### config.mk
export PLATFORM = sky130hd
export DESIGN_NAME = aux_ctrl_bank
export DESIGN_NICKNAME = d
export VERILOG_FILES = /design/src/hdl/aux_ctrl_pkg.sv /design/src/hdl/aux_ctrl_bank.sv
export SDC_FILE = /design/constraint.sdc
export NUM_CORES = 1
export LEC_CHECK = 0
export BUFFER_PORTS_ARGS = -buffer_cell sky130_fd_sc_hd__buf_2
export CORE_ASPECT_RATIO = 0.6
export CORE_MARGIN = 2
export CORE_UTILIZATION = 45
export DETAILED_ROUTE_END_ITERATION = 8
export PLACE_DENSITY = 0.67
export SYNTH_ARGS = -nofsm -noshare
export SYNTH_HDL_FRONTEND = slang
export SYNTH_SLANG_ARGS = --single-unit
### constraint.sdc
create_clock -name SYS_CLK_IN -period 1.8 [get_ports SYS_CLK_IN]
set_input_delay 0.18 -clock SYS_CLK_IN [delete_from_list [all_inputs] [get_ports SYS_CLK_IN]]
set_output_delay 0.18 -clock SYS_CLK_IN [all_outputs]
set_load 0.02 [all_outputs]
### src/hdl/aux_ctrl_pkg.sv
// Package for the auxiliary control word bank of the controller.
// Holds word offsets, bit positions, reset values, mode codes and carrier types.
// Assumes a 16-bit word register port addressed by word number.
package aux_ctrl_pkg;

    // Register port geometry.
    localparam int ADDR_W = 9;
    localparam int DATA_W = 16;

    // Unit counts.
    localparam int BUS_UNITS = 16;
    localparam int SPC_UNITS = 96;
    localparam int SPC_WORDS = 6;

    // Word offsets of the user control words.
    localparam logic [ADDR_W-1:0] AUX_OFS = 9'h1F4;
    localparam logic [ADDR_W-1:0] BUS_RESTART_OFS = 9'h1F5;
    localparam logic [ADDR_W-1:0] SPC_RESTART_OFS = 9'h1F6;

    // Word offsets of the status and setup words.
    localparam logic [ADDR_W-1:0] ERR_PTR_OFS = 9'h12C;
    localparam logic [ADDR_W-1:0] BUS_INIT_OFS = 9'h12E;
    localparam logic [ADDR_W-1:0] SPC_INIT_OFS = 9'h14A;
    localparam logic [ADDR_W-1:0] SETUP_OFS = 9'h0E0;

    // Bit positions in the auxiliary hold and output control word.
    localparam int MEM_HOLD_BIT = 12;
    localparam int FORCE_HOLD_BIT = 13;
    localparam int ERR_RESET_BIT = 14;
    localparam int OUT_OFF_BIT = 15;

    // Bit positions in the setup word.
    localparam int SETUP_KEEP_MEM_HOLD_BIT = 0;
    localparam int SETUP_KEEP_FORCE_HOLD_BIT = 1;

    // Reset values.
    localparam logic [DATA_W-1:0] WORD_RESET = 16'h0000;
    localparam logic [DATA_W-1:0] ERR_PTR_CLEAR = 16'h0000;
    localparam int ERR_LOG_ENTRIES = 20;

    // Operating modes of the controller.
    typedef enum logic [1:0] {
        MODE_PROGRAM = 2'b00,
        MODE_MONITOR = 2'b01,
        MODE_RUN = 2'b10
    } op_mode_t;

    // One clear strobe for each area of the io_memory.
    typedef struct packed {
        logic core_io_area;
        logic transition_flags;
        logic timer_flags_present_values;
        logic index_regs;
        logic data_regs;
    } io_clear_t;

endpackage

### src/hdl/aux_ctrl_bank.sv
// Auxiliary control word bank: memory and forced-state hold, error log pointer
// reset, output disable, and self-clearing restart bits for expansion units.
// Assumes a synchronous register port, a synchronous mode input from the scan
// engine, a power-on pulse after each power return, and one-cycle completion
// pulses from the units being restarted.
//
// The strobed register port was left to the implementer.
`timescale 1ns/1ps

module aux_ctrl_bank #(
    parameter int ERR_ENTRIES = aux_ctrl_pkg::ERR_LOG_ENTRIES
) (
    input wire logic SYS_CLK_IN,
    input wire logic RESET_N_IN,
    input wire logic [aux_ctrl_pkg::ADDR_W-1:0] REG_ADDR_IN,
    input wire logic [aux_ctrl_pkg::DATA_W-1:0] REG_WDATA_IN,
    input wire logic REG_WR_IN,
    input wire logic REG_RD_IN,
    input wire logic [1:0] MODE_IN,
    input wire logic POWER_ON_IN,
    input wire logic ERR_LOG_STORE_IN,
    input wire logic [aux_ctrl_pkg::BUS_UNITS-1:0] BUS_UNIT_DONE_IN,
    input wire logic [aux_ctrl_pkg::SPC_UNITS-1:0] SPECIAL_UNIT_DONE_IN,
    output logic [aux_ctrl_pkg::DATA_W-1:0] REG_RDATA_OUT,
    output aux_ctrl_pkg::io_clear_t IO_CLEAR_OUT,
    output logic FORCE_CLEAR_OUT,
    output logic OUTPUTS_OFF_OUT,
    output logic INHIBIT_LAMP_OUT,
    output logic [aux_ctrl_pkg::DATA_W-1:0] ERR_LOG_PTR_OUT,
    output logic [aux_ctrl_pkg::BUS_UNITS-1:0] BUS_UNIT_INIT_OUT,
    output logic [aux_ctrl_pkg::SPC_UNITS-1:0] SPECIAL_UNIT_INIT_OUT
);
    import aux_ctrl_pkg::*;

    // Word index of an address inside a block of words, or all ones if outside.
    function automatic logic [3:0] word_in_block(input logic [ADDR_W-1:0] addr,
                                                 input logic [ADDR_W-1:0] base,
                                                 input int count);
        logic [ADDR_W-1:0] diff;
        diff = addr - base;
        if (addr >= base && diff < ADDR_W'(count)) begin
            word_in_block = diff[3:0];
        end else begin
            word_in_block = 4'hF;
        end
    endfunction

    // Next value of a self-clearing restart vector: a write stores its word,
    // otherwise completion of an initializing unit clears its bit.
    function automatic logic [DATA_W-1:0] next_restart_word(input logic [DATA_W-1:0] cur,
                                                            input logic wr,
                                                            input logic [DATA_W-1:0] wdata,
                                                            input logic [DATA_W-1:0] done_clr);
        if (wr) begin
            next_restart_word = wdata;
        end else begin
            next_restart_word = cur & ~done_clr;
        end
    endfunction

    // User control state.
    logic mem_hold;
    logic force_hold;
    logic err_reset;
    logic out_off;
    logic [BUS_UNITS-1:0] bus_restart;
    logic [SPC_UNITS-1:0] spc_restart;
    logic [DATA_W-1:0] setup_word;
    logic [DATA_W-1:0] err_ptr;
    logic [BUS_UNITS-1:0] bus_init;
    logic [SPC_UNITS-1:0] spc_init;
    op_mode_t mode_prev;

    // Decoded writes and combinational next values.
    logic wr_aux;
    logic wr_bus;
    logic wr_setup;
    logic [3:0] spc_wr_idx;
    logic [3:0] spc_rd_idx;
    logic [3:0] spc_init_rd_idx;
    logic [BUS_UNITS-1:0] bus_done_clr;
    logic [SPC_UNITS-1:0] spc_done_clr;
    logic [BUS_UNITS-1:0] next_bus_restart;
    logic [SPC_UNITS-1:0] next_spc_restart;
    logic mode_changed;
    logic entering_run;
    logic prog_boundary;
    logic clear_io;
    logic clear_force;

    // Address decode of the write strobe.
    assign wr_aux = REG_WR_IN && (REG_ADDR_IN == AUX_OFS);
    assign wr_bus = REG_WR_IN && (REG_ADDR_IN == BUS_RESTART_OFS);
    assign wr_setup = REG_WR_IN && (REG_ADDR_IN == SETUP_OFS);
    assign spc_wr_idx = word_in_block(REG_ADDR_IN, SPC_RESTART_OFS, SPC_WORDS);
    assign spc_rd_idx = spc_wr_idx;
    assign spc_init_rd_idx = word_in_block(REG_ADDR_IN, SPC_INIT_OFS, SPC_WORDS);

    // completion clears only a unit still initializing.
    assign bus_done_clr = BUS_UNIT_DONE_IN & bus_init;
    assign spc_done_clr = SPECIAL_UNIT_DONE_IN & spc_init;

    // bus restart mapping, bit n for unit n.
    assign next_bus_restart = next_restart_word(bus_restart, wr_bus, REG_WDATA_IN, bus_done_clr);

    // six special words, consecutive unit numbers.
    always_comb begin
        next_spc_restart = spc_restart;
        for (int w = 0; w < SPC_WORDS; w++) begin
            next_spc_restart[w*DATA_W +: DATA_W] = next_restart_word(
                spc_restart[w*DATA_W +: DATA_W],
                REG_WR_IN && (spc_wr_idx == 4'(w)),
                REG_WDATA_IN,
                spc_done_clr[w*DATA_W +: DATA_W]);
        end
    end

    // Mode change classification from the scan engine's mode input.
    assign mode_changed = (op_mode_t'(MODE_IN) != mode_prev);
    assign entering_run = mode_changed && (op_mode_t'(MODE_IN) == MODE_RUN);
    assign prog_boundary = mode_changed &&
        ((mode_prev == MODE_PROGRAM) || (op_mode_t'(MODE_IN) == MODE_PROGRAM));

    // io_memory cleared on a program boundary unless held.
    // at power-on the hold bit only survives if setup keeps it.
    assign clear_io = (prog_boundary && !mem_hold) ||
        (POWER_ON_IN && !(setup_word[SETUP_KEEP_MEM_HOLD_BIT] && mem_hold));

    // forced bits cleared on program boundary unless held.
    // run entry always clears forced bits.
    // power-on keeps them only with setup and hold bit.
    assign clear_force = entering_run || (prog_boundary && !force_hold) ||
        (POWER_ON_IN && !(setup_word[SETUP_KEEP_FORCE_HOLD_BIT] && force_hold));

    // Previous operating mode for change detection.
    always_ff @(posedge SYS_CLK_IN or negedge RESET_N_IN) begin
        if (!RESET_N_IN) begin
            mode_prev <= MODE_PROGRAM;
        end else begin
            mode_prev <= op_mode_t'(MODE_IN);
        end
    end

    // Setup word with the options that keep the hold bits through power-on.
    always_ff @(posedge SYS_CLK_IN or negedge RESET_N_IN) begin
        if (!RESET_N_IN) begin
            setup_word <= WORD_RESET;
        end else if (wr_setup) begin
            setup_word <= REG_WDATA_IN;
        end
    end

    // Hold bits: written by software, kept over mode changes.
    always_ff @(posedge SYS_CLK_IN or negedge RESET_N_IN) begin
        if (!RESET_N_IN) begin
            mem_hold <= 1'b0;
            force_hold <= 1'b0;
        end else if (wr_aux) begin
            mem_hold <= REG_WDATA_IN[MEM_HOLD_BIT];
            force_hold <= REG_WDATA_IN[FORCE_HOLD_BIT];
        end else if (POWER_ON_IN) begin
            // memory-hold bit lost at power-on unless setup keeps it.
            if (!setup_word[SETUP_KEEP_MEM_HOLD_BIT]) begin
                mem_hold <= 1'b0;
            end
            // forced-hold bit lost at power-on unless setup keeps it.
            if (!setup_word[SETUP_KEEP_FORCE_HOLD_BIT]) begin
                force_hold <= 1'b0;
            end
        end
    end

    // Output-disable bit, kept through power interruptions.
    always_ff @(posedge SYS_CLK_IN or negedge RESET_N_IN) begin
        if (!RESET_N_IN) begin
            out_off <= 1'b0;
        end else if (wr_aux) begin
            // no power-on term, so the bit is retained.
            out_off <= REG_WDATA_IN[OUT_OFF_BIT];
        end
    end

    // Error log reset bit; a fresh write of one wins over the self clear.
    always_ff @(posedge SYS_CLK_IN or negedge RESET_N_IN) begin
        if (!RESET_N_IN) begin
            err_reset <= 1'b0;
        end else if (wr_aux) begin
            err_reset <= REG_WDATA_IN[ERR_RESET_BIT];
        end else if (err_reset || POWER_ON_IN) begin
            err_reset <= 1'b0;
        end
    end

    // Error log pointer: advances as entries are stored, zeroed by the reset bit.
    always_ff @(posedge SYS_CLK_IN or negedge RESET_N_IN) begin
        if (!RESET_N_IN) begin
            err_ptr <= ERR_PTR_CLEAR;
        end else if (err_reset) begin
            // only the pointer changes, entries stay.
            err_ptr <= ERR_PTR_CLEAR;
        end else if (ERR_LOG_STORE_IN && (err_ptr < DATA_W'(ERR_ENTRIES))) begin
            err_ptr <= err_ptr + 16'h0001;
        end
    end

    // Bus unit restart bits and initializing flags.
    always_ff @(posedge SYS_CLK_IN or negedge RESET_N_IN) begin
        if (!RESET_N_IN) begin
            bus_restart <= '0;
            bus_init <= '0;
        end else if (POWER_ON_IN) begin
            bus_restart <= '0;
            bus_init <= '0;
        end else begin
            bus_restart <= next_bus_restart;
            // flag follows a set restart bit
            bus_init <= (bus_init | bus_restart) & ~bus_done_clr;
        end
    end

    // Special unit restart bits and initializing flags.
    always_ff @(posedge SYS_CLK_IN or negedge RESET_N_IN) begin
        if (!RESET_N_IN) begin
            spc_restart <= '0;
            spc_init <= '0;
        end else if (POWER_ON_IN) begin
            // special restart bits cleared at power-up.
            spc_restart <= '0;
            spc_init <= '0;
        end else begin
            spc_restart <= next_spc_restart;
            // flag raised by restart bit, dropped on completion.
            spc_init <= (spc_init | spc_restart) & ~spc_done_clr;
        end
    end

    // Clear strobes to the io_memory areas and the forced-bit table.
    always_ff @(posedge SYS_CLK_IN or negedge RESET_N_IN) begin
        if (!RESET_N_IN) begin
            IO_CLEAR_OUT <= '0;
            FORCE_CLEAR_OUT <= 1'b0;
        end else begin
            // every io_memory area cleared or kept together.
            IO_CLEAR_OUT.core_io_area <= clear_io;
            IO_CLEAR_OUT.transition_flags <= clear_io;
            IO_CLEAR_OUT.timer_flags_present_values <= clear_io;
            IO_CLEAR_OUT.index_regs <= clear_io;
            IO_CLEAR_OUT.data_regs <= clear_io;
            FORCE_CLEAR_OUT <= clear_force;
        end
    end

    // Output disable and its indicator, taken from the stored bit.
    always_ff @(posedge SYS_CLK_IN or negedge RESET_N_IN) begin
        if (!RESET_N_IN) begin
            OUTPUTS_OFF_OUT <= 1'b0;
            INHIBIT_LAMP_OUT <= 1'b0;
        end else begin
            OUTPUTS_OFF_OUT <= out_off;
            INHIBIT_LAMP_OUT <= out_off;
        end
    end

    // Status outputs mirrored from their registers.
    always_ff @(posedge SYS_CLK_IN or negedge RESET_N_IN) begin
        if (!RESET_N_IN) begin
            ERR_LOG_PTR_OUT <= ERR_PTR_CLEAR;
            BUS_UNIT_INIT_OUT <= '0;
            SPECIAL_UNIT_INIT_OUT <= '0;
        end else begin
            ERR_LOG_PTR_OUT <= err_ptr;
            BUS_UNIT_INIT_OUT <= bus_init;
            SPECIAL_UNIT_INIT_OUT <= spc_init;
        end
    end

    // Read data in the cycle after the read strobe; unmapped words read zero.
    always_ff @(posedge SYS_CLK_IN or negedge RESET_N_IN) begin
        if (!RESET_N_IN) begin
            REG_RDATA_OUT <= WORD_RESET;
        end else if (REG_RD_IN) begin
            if (REG_ADDR_IN == AUX_OFS) begin
                REG_RDATA_OUT <= {out_off, err_reset, force_hold, mem_hold, 12'h000};
            end else if (REG_ADDR_IN == BUS_RESTART_OFS) begin
                REG_RDATA_OUT <= bus_restart;
            end else if (spc_rd_idx != 4'hF) begin
                REG_RDATA_OUT <= spc_restart[spc_rd_idx*DATA_W +: DATA_W];
            end else if (REG_ADDR_IN == ERR_PTR_OFS) begin
                REG_RDATA_OUT <= err_ptr;
            end else if (REG_ADDR_IN == BUS_INIT_OFS) begin
                REG_RDATA_OUT <= bus_init;
            end else if (spc_init_rd_idx != 4'hF) begin
                REG_RDATA_OUT <= spc_init[spc_init_rd_idx*DATA_W +: DATA_W];
            end else if (REG_ADDR_IN == SETUP_OFS) begin
                REG_RDATA_OUT <= setup_word;
            end else begin
                REG_RDATA_OUT <= WORD_RESET;
            end
        end else begin
            REG_RDATA_OUT <= WORD_RESET;
        end
    end

endmodule

==> results.cfg, run 1 <==
[sta]
finalSetupViolations = 1
rsz0062_at_grt = yes
period_needed_ns = 1.82
max_freq_mhz = 550
finalMaxSlewViolations = 0
worst_slew_pin_slew_ns = 0.659
skew_ns = 0.0148
finalHoldViolCount = 0
fin_setup_tns_ns = -0.0177
max-slew-margin-rel = 0.558
post-route-period-util = 1.01
fin_ws_ns = -0.0177

[worst_setup_path]
r2r-end = REG_RDATA_OUT[10]
end_kind = flop
worstSetupPathType = in2reg
startpoint_type = primary input
cp_max_fo = 5
crit_start = REG_ADDR_IN[2]
r2r_cells = 5
r2r_slack_ns = -0.01
required_ns = 2.23
crit_arrival_ns = 2.24
timing.rr.start = spc_init[26]

[cts]
clk_latency_ns = 0.55
root_buffer = clkbuf_16
cts_tree = built
cts_sinks = 409
htreeDepth = 2
cts_made_buffers = 38
clkTransAtPathRegs_ns = 0.07
cts_max_path_buffers = 3

[die]
placeableCoreArea_um2 = 36600
initial_utilization = 0.461
rows = 54
fp.dieW_um = 254
dieArea_um2 = 39100
die_h_um = 154
pin_count = 297

[worst_hold_path]
hold_path_depth = 3
min_from = REG_WDATA_IN[15]
worst_hold_path_type = in2reg
min_to = spc_restart[79]

[drt]
drc = 0
dr_total_vias = 15682
drt_iter0_markers = 1895
ant_nets = 0
totalWireLength_um = 65800
wl_per_cell_um = 24.0
via_per_inst = 5.72
firstDrtPassIters = 5

[cells_and_area]
top_regs = SPECIAL_UNIT_INIT_OUT: 96 flops, spc_init: 96 flops, spc_restart: 96 flops
fin_util = 0.650
syn_to_final_growth_pct = 40.9
layout-drive-gt1-share = 0.337
multiInputGateArea_um2 = 6690
fillCellCount = 2895
nets = 2359
seq_area_um2 = 10200

[power]
p_leak_nw = 11.3
power.density_nw_per_um2 = 849
vdd_drop_max_mv = 0.610

[global_route]
grt_pass1_wl_um = 95800
grt_max_degree = 112
grt.total_usage = 0.334
antenna_found_initial = 3
grt_pass1_vias = 14865
overflow = 0

[logic_synthesis]
synthFlopType = dfrtp_1
synth_seq_cells = 409
synthTopCellsByCount = dfrtp_1, nand2_1, nor2_1
ys_seq_area_frac = 0.606
synth.top_cell.area_share = 0.606
synthDistinctLibCells = 75
synth_edf_count = 0
syn_inst = 1613
synth.avg_cell_area_um2 = 10.5
synthTopCellsByArea = dfrtp_1, nand2_1, a21oi_1
netlist_area_um2 = 16900
synth.most_common_cell = dfrtp_1
synth_nets = 1763
yosysTopAreaCell = dfrtp_1
synthArstFlopShare = 1.00
yosysWarnings = 0

[run]
cap_violations = 0

[placement]
dpl.hpwl_um = 47700
place_congestion = 0.976
io_buffers = 296

[status]
outcome = finished, violations left
violations = negative setup slack
-- area by class of cell --
class / count / area share
well taps: 504 / 0.0265
inverters: 4 / 0.000947
multi-input cells: 1101 / 0.281
clock buffers: 57 / 0.0499
flip-flops and latches: 409 / 0.430
diodes: 1 / 0.000105
clock inverters: 13 / 0.00836
repair buffers: 655 / 0.203
-- power by group --
part           switching, mW  total (mW)  leakage [nW]  internal [mW]
clock network           3.65        8.94         0.679           5.30
logic                   1.07        1.82          4.93          0.750
registers              0.118        9.44          5.68           9.32
-- per-layer routing --
layer	vias to the layer above	track usage	wire length, um
li1	6873	-	-
met1	7828	0.523	29400
met2	893	0.474	28100
met3	88	0.0752	7030
met4	0	0.0667	1300
met5	-	0	0
-- cell families after synthesis --
logic type / after synthesis / share of synthesized area
AND/OR/NAND/NOR: 622 / 0.168
flip-flops: 409 / 0.606
AO/OA/AOI/OAI: 383 / 0.133
buffers and inverters: 104 / 0.0271
multiplexers: 84 / 0.0583
XOR/XNOR: 6 / 0.00311
adder cells (fa/ha/maj): 5 / 0.00371
-- worst max-delay path, stage by stage --
cell and delay (ns):
buf_4 0.14, buf_6 0.12, ha_4 0.15, or3_1 0.40
or3_4 0.45, buf_4 0.17, nor2_1 0.12, o21ai_1 0.18
a32o_2 0.33
-- per-stage QoR --
stage          instances  hold slack (ns)  setup slack, ns  cell area (um^2)  power (mW)
2_1_floorplan       1613           -0.116           -0.528             17100        10.2
3_3_place_gp        2555            0.135           -0.665             20800        11.1
3_5_place_dp        2555            0.133           -0.677             20800        11.1
4_1_cts             2735          0.00249        -0.000808             23300        20.2
5_1_grt             2744           0.0201          -0.0292             23800        20.8
6_report            2744           0.0159          -0.0177             23800        20.2
-- repair_timing --
item / CTS / global route
gates cloned: 0 / 3
hold endpoints to repair: 557 / 0
pin swaps: 7 / 10
hold buffers: 114 / 0
buffers inserted: 0 / 5
setup endpoints to repair: 11 / 109
resized for setup: 23 / 74
-- placed cells by master (no fill, tap or decap), drive strengths merged, types with 3 or more instances in the layout --
| cell | instances |
|---|---|
| buf | 538 |
| dfrtp | 409 |
| nand2 | 252 |
| nor2 | 154 |
| o21ai | 149 |
| a21oi | 147 |
| nand3 | 127 |
| dlygate4sd3 | 114 |
| clkbuf | 60 |
| mux2i | 41 |
| mux2 | 35 |
| nor2b | 16 |
| nor3 | 16 |
| o22ai | 11 |
| a211oi | 10 |
| o221ai | 9 |
| a2111oi | 9 |
| mux4 | 8 |
| nand2b | 8 |
| or4 | 7 |
| or2 | 7 |
| nor4 | 7 |
| nand4 | 6 |
| clkinv | 6 |
| a221o | 5 |
| a31oi | 5 |
| bufinv | 5 |
| ha | 5 |
| or3 | 5 |
| nor3b | 5 |
| o41ai | 5 |
| a32oi | 4 |
| o211ai | 4 |
| a32o | 4 |
| xor2 | 4 |
| inv | 4 |
| a2bb2oi | 3 |
-- worst max-delay path by stage --
stage / to
6_report: REG_RDATA_OUT[10]
5_1_grt: err_ptr[14]
4_1_cts: REG_RDATA_OUT[10]
3_5_place_dp: REG_RDATA_OUT[5]
3_3_place_gp: REG_RDATA_OUT[14]
2_1_floorplan: spc_restart[12]
(Power assumes the default switching activity.)
==> run 2, diff against run 1 <==
- REMOVE_ABC_BUFFERS: default -> 1
- TNS_END_PERCENT: default -> 1
==> run 2 against run 1 <==
  * The run now ends clean
  * Die area unchanged
  * Clock power down 4.9%
  * Sequential power about the same
  * Register-to-register slack better by 0.07 ns
  * Combinational power up 4%
  * Total power down 1.7%
  * Via count up 0.82%
  * First-iteration DRC count down 3.3%
  * Clock skew down 0.0040 ns
  * Critical path type unchanged
  * Critical endpoint is now REG_RDATA_OUT[12]
  * Largest cell class unchanged
  * Largest power group unchanged
==> results.cfg, run 2 (same netlist as run 1, synthesis figures left out) <==
[status]
outcome = finished clean

[power]
p_sw_frac = 0.250
p_leak_nw = 11.3
p_int_mw = 14.9
power.density_nw_per_um2 = 838
vdd_drop_max_mv = 0.666
pwr-share-seq = 0.476
p_sw_mw = 4.97
clkPwrFrac = 0.428
combinationalPowerShare = 0.096

[worst_setup_path]
r2r-end = REG_RDATA_OUT[5]
crit_arrival_ns = 2.26
worstSetupPathType = in2reg
r2r_slack_ns = 0.06
required_ns = 2.27
end_kind = flop
cp_max_fo = 7
startpoint_type = primary input
r2r_cells = 5
timing.rr.start = spc_init[21]

[cts]
htreeDepth = 2
cts_made_buffers = 40
clk_latency_ns = 0.56
clkTransAtPathRegs_ns = 0.07
root_buffer = clkbuf_16
cts_sinks = 409
cts_max_path_buffers = 3
cts_tree = built

[worst_hold_path]
min_from = REG_WDATA_IN[13]
worst_hold_path_type = in2reg
min_to = spc_restart[93]
hold_path_depth = 3

[cells_and_area]
fin_util = 0.647
final_common_cell = dfrtp_1
nets = 2368
multiInputGateArea_um2 = 6500
fin_area_um2 = 23700
top_regs = SPECIAL_UNIT_INIT_OUT: 96 flops, spc_init: 96 flops, spc_restart: 96 flops
final_cell_mix = dfrtp_1, buf_2, nand2_1, buf_4, nor2_1
syn_to_final_growth_pct = 40.3
layout-drive-gt1-share = 0.318
fillCellCount = 2916
seq_area_um2 = 10200

[die]
fp.dieW_um = 254
pin_count = 297
die_h_um = 154
placeableCoreArea_um2 = 36600
initial_utilization = 0.461
dieArea_um2 = 39100
rows = 54

[sta]
rsz0062_at_grt = yes
max_freq_mhz = 557
finalHoldViolCount = 0
worst_slew_pin_slew_ns = 0.648
period_needed_ns = 1.79
finalMaxSlewViolations = 0
max-slew-margin-rel = 0.568
post-route-period-util = 0.997
finalSetupViolations = 0
skew_ns = 0.0108
fin_setup_tns_ns = 0

[global_route]
grt_max_degree = 68
grt_pass1_wl_um = 96600
antenna_found_initial = 3
overflow = 0
grt.total_usage = 0.334
grt_pass1_vias = 15449

[drt]
drt_iter0_markers = 1832
drc = 0
ant_nets = 0
via_per_inst = 5.74
dr_total_vias = 15810
firstDrtPassIters = 5
totalWireLength_um = 65200
wl_per_cell_um = 23.7

[placement]
io_buffers = 296
postPlaceCellArea_um2 = 20500
place_congestion = 0.991
dpl.hpwl_um = 46600

[run]
cap_violations = 0
## run 2: changes by cell type in the layout (fill, tap and decap cells not counted), moves of 5 or more
cell           previous run  this run
buf_4                   214       199
nand3_2                  12         7
a211oi_2                  5         0
a21oi_2                  20         8
a21oi_1                 127       139
dlygate4sd3_1           114       131
buf_6                    10        17
nand3_1                 114       119
a211oi_1                  4        10
## run 2: how the worst max path moves through the flow
stage / slack, ns / cells after the start / startpoint / end
2_1_floorplan: -0.76 / 7 / REG_ADDR_IN[1] / spc_restart[48]
3_3_place_gp: -0.80 / 11 / REG_ADDR_IN[1] / REG_RDATA_OUT[3]
3_5_place_dp: -0.84 / 11 / REG_ADDR_IN[1] / REG_RDATA_OUT[3]
4_1_cts: -0.005 / 11 / REG_ADDR_IN[1] / REG_RDATA_OUT[12]
5_1_grt: -0.03 / 9 / REG_ADDR_IN[2] / REG_RDATA_OUT[10]
6_report: 0.006 / 10 / REG_ADDR_IN[2] / REG_RDATA_OUT[12]
## run 2: worst max-delay path, stage by stage
cell	delay (ns)
buf_4	0.14
buf_4	0.14
ha_4	0.17
nand2b_4	0.17
a2111oi_4	0.52
buf_4	0.29
buf_4	0.17
o21ai_0	0.07
o21ai_0	0.17
a31o_1	0.24
## run 2: final cells by class
type | count | area share
timing repair buffer | 663 | 0.210
tap | 504 | 0.0266
clock inverter | 19 | 0.00645
clock buffer | 55 | 0.0494
multi-input combinational | 1100 | 0.275
inverter | 4 | 0.000634
antenna | 1 | 0.000106
sequential | 409 | 0.432
## run 2: metrics by stage
step	instances	hold WS [ns]	setup slack [ns]	total power [mW]
2_1_floorplan	1513	-0.116	-0.759	10.0
3_3_place_gp	2541	0.156	-0.805	11.2
3_5_place_dp	2541	0.155	-0.843	11.2
4_1_cts	2753	0.0113	-0.00488	19.9
5_1_grt	2755	0.0234	-0.0326	20.4
6_report	2755	0.0220	0.00573	19.9
## run 2: timing repair
action / in CTS / in global routing
cloned: 2 / 0
pin swaps: 12 / 19
buffers inserted: 5 / 1
hold buffers: 131 / 0
setup endpoints to repair: 110 / 100
resized for setup: 45 / 45
hold endpoints to repair: 367 / 0
## run 2: power groups by stage
stage	Sequential (mW)	Combinational (mW)	Clock, mW
5_1_grt	9.45	2.02	8.95
2_1_floorplan	9.68	0.331	0
3_3_place_gp	9.61	1.58	0
4_1_cts	9.44	1.86	8.56
3_5_place_dp	9.61	1.60	0
6_report	9.44	1.90	8.50
## run 2: metal layers
layer  GRT usage  wire length, um  up-vias
li1            -                -     6893
met1       0.486            27600     7875
met2       0.494            28600      915
met3      0.0890             7270      125
met4      0.0950             1790        2
met5           0               13        -
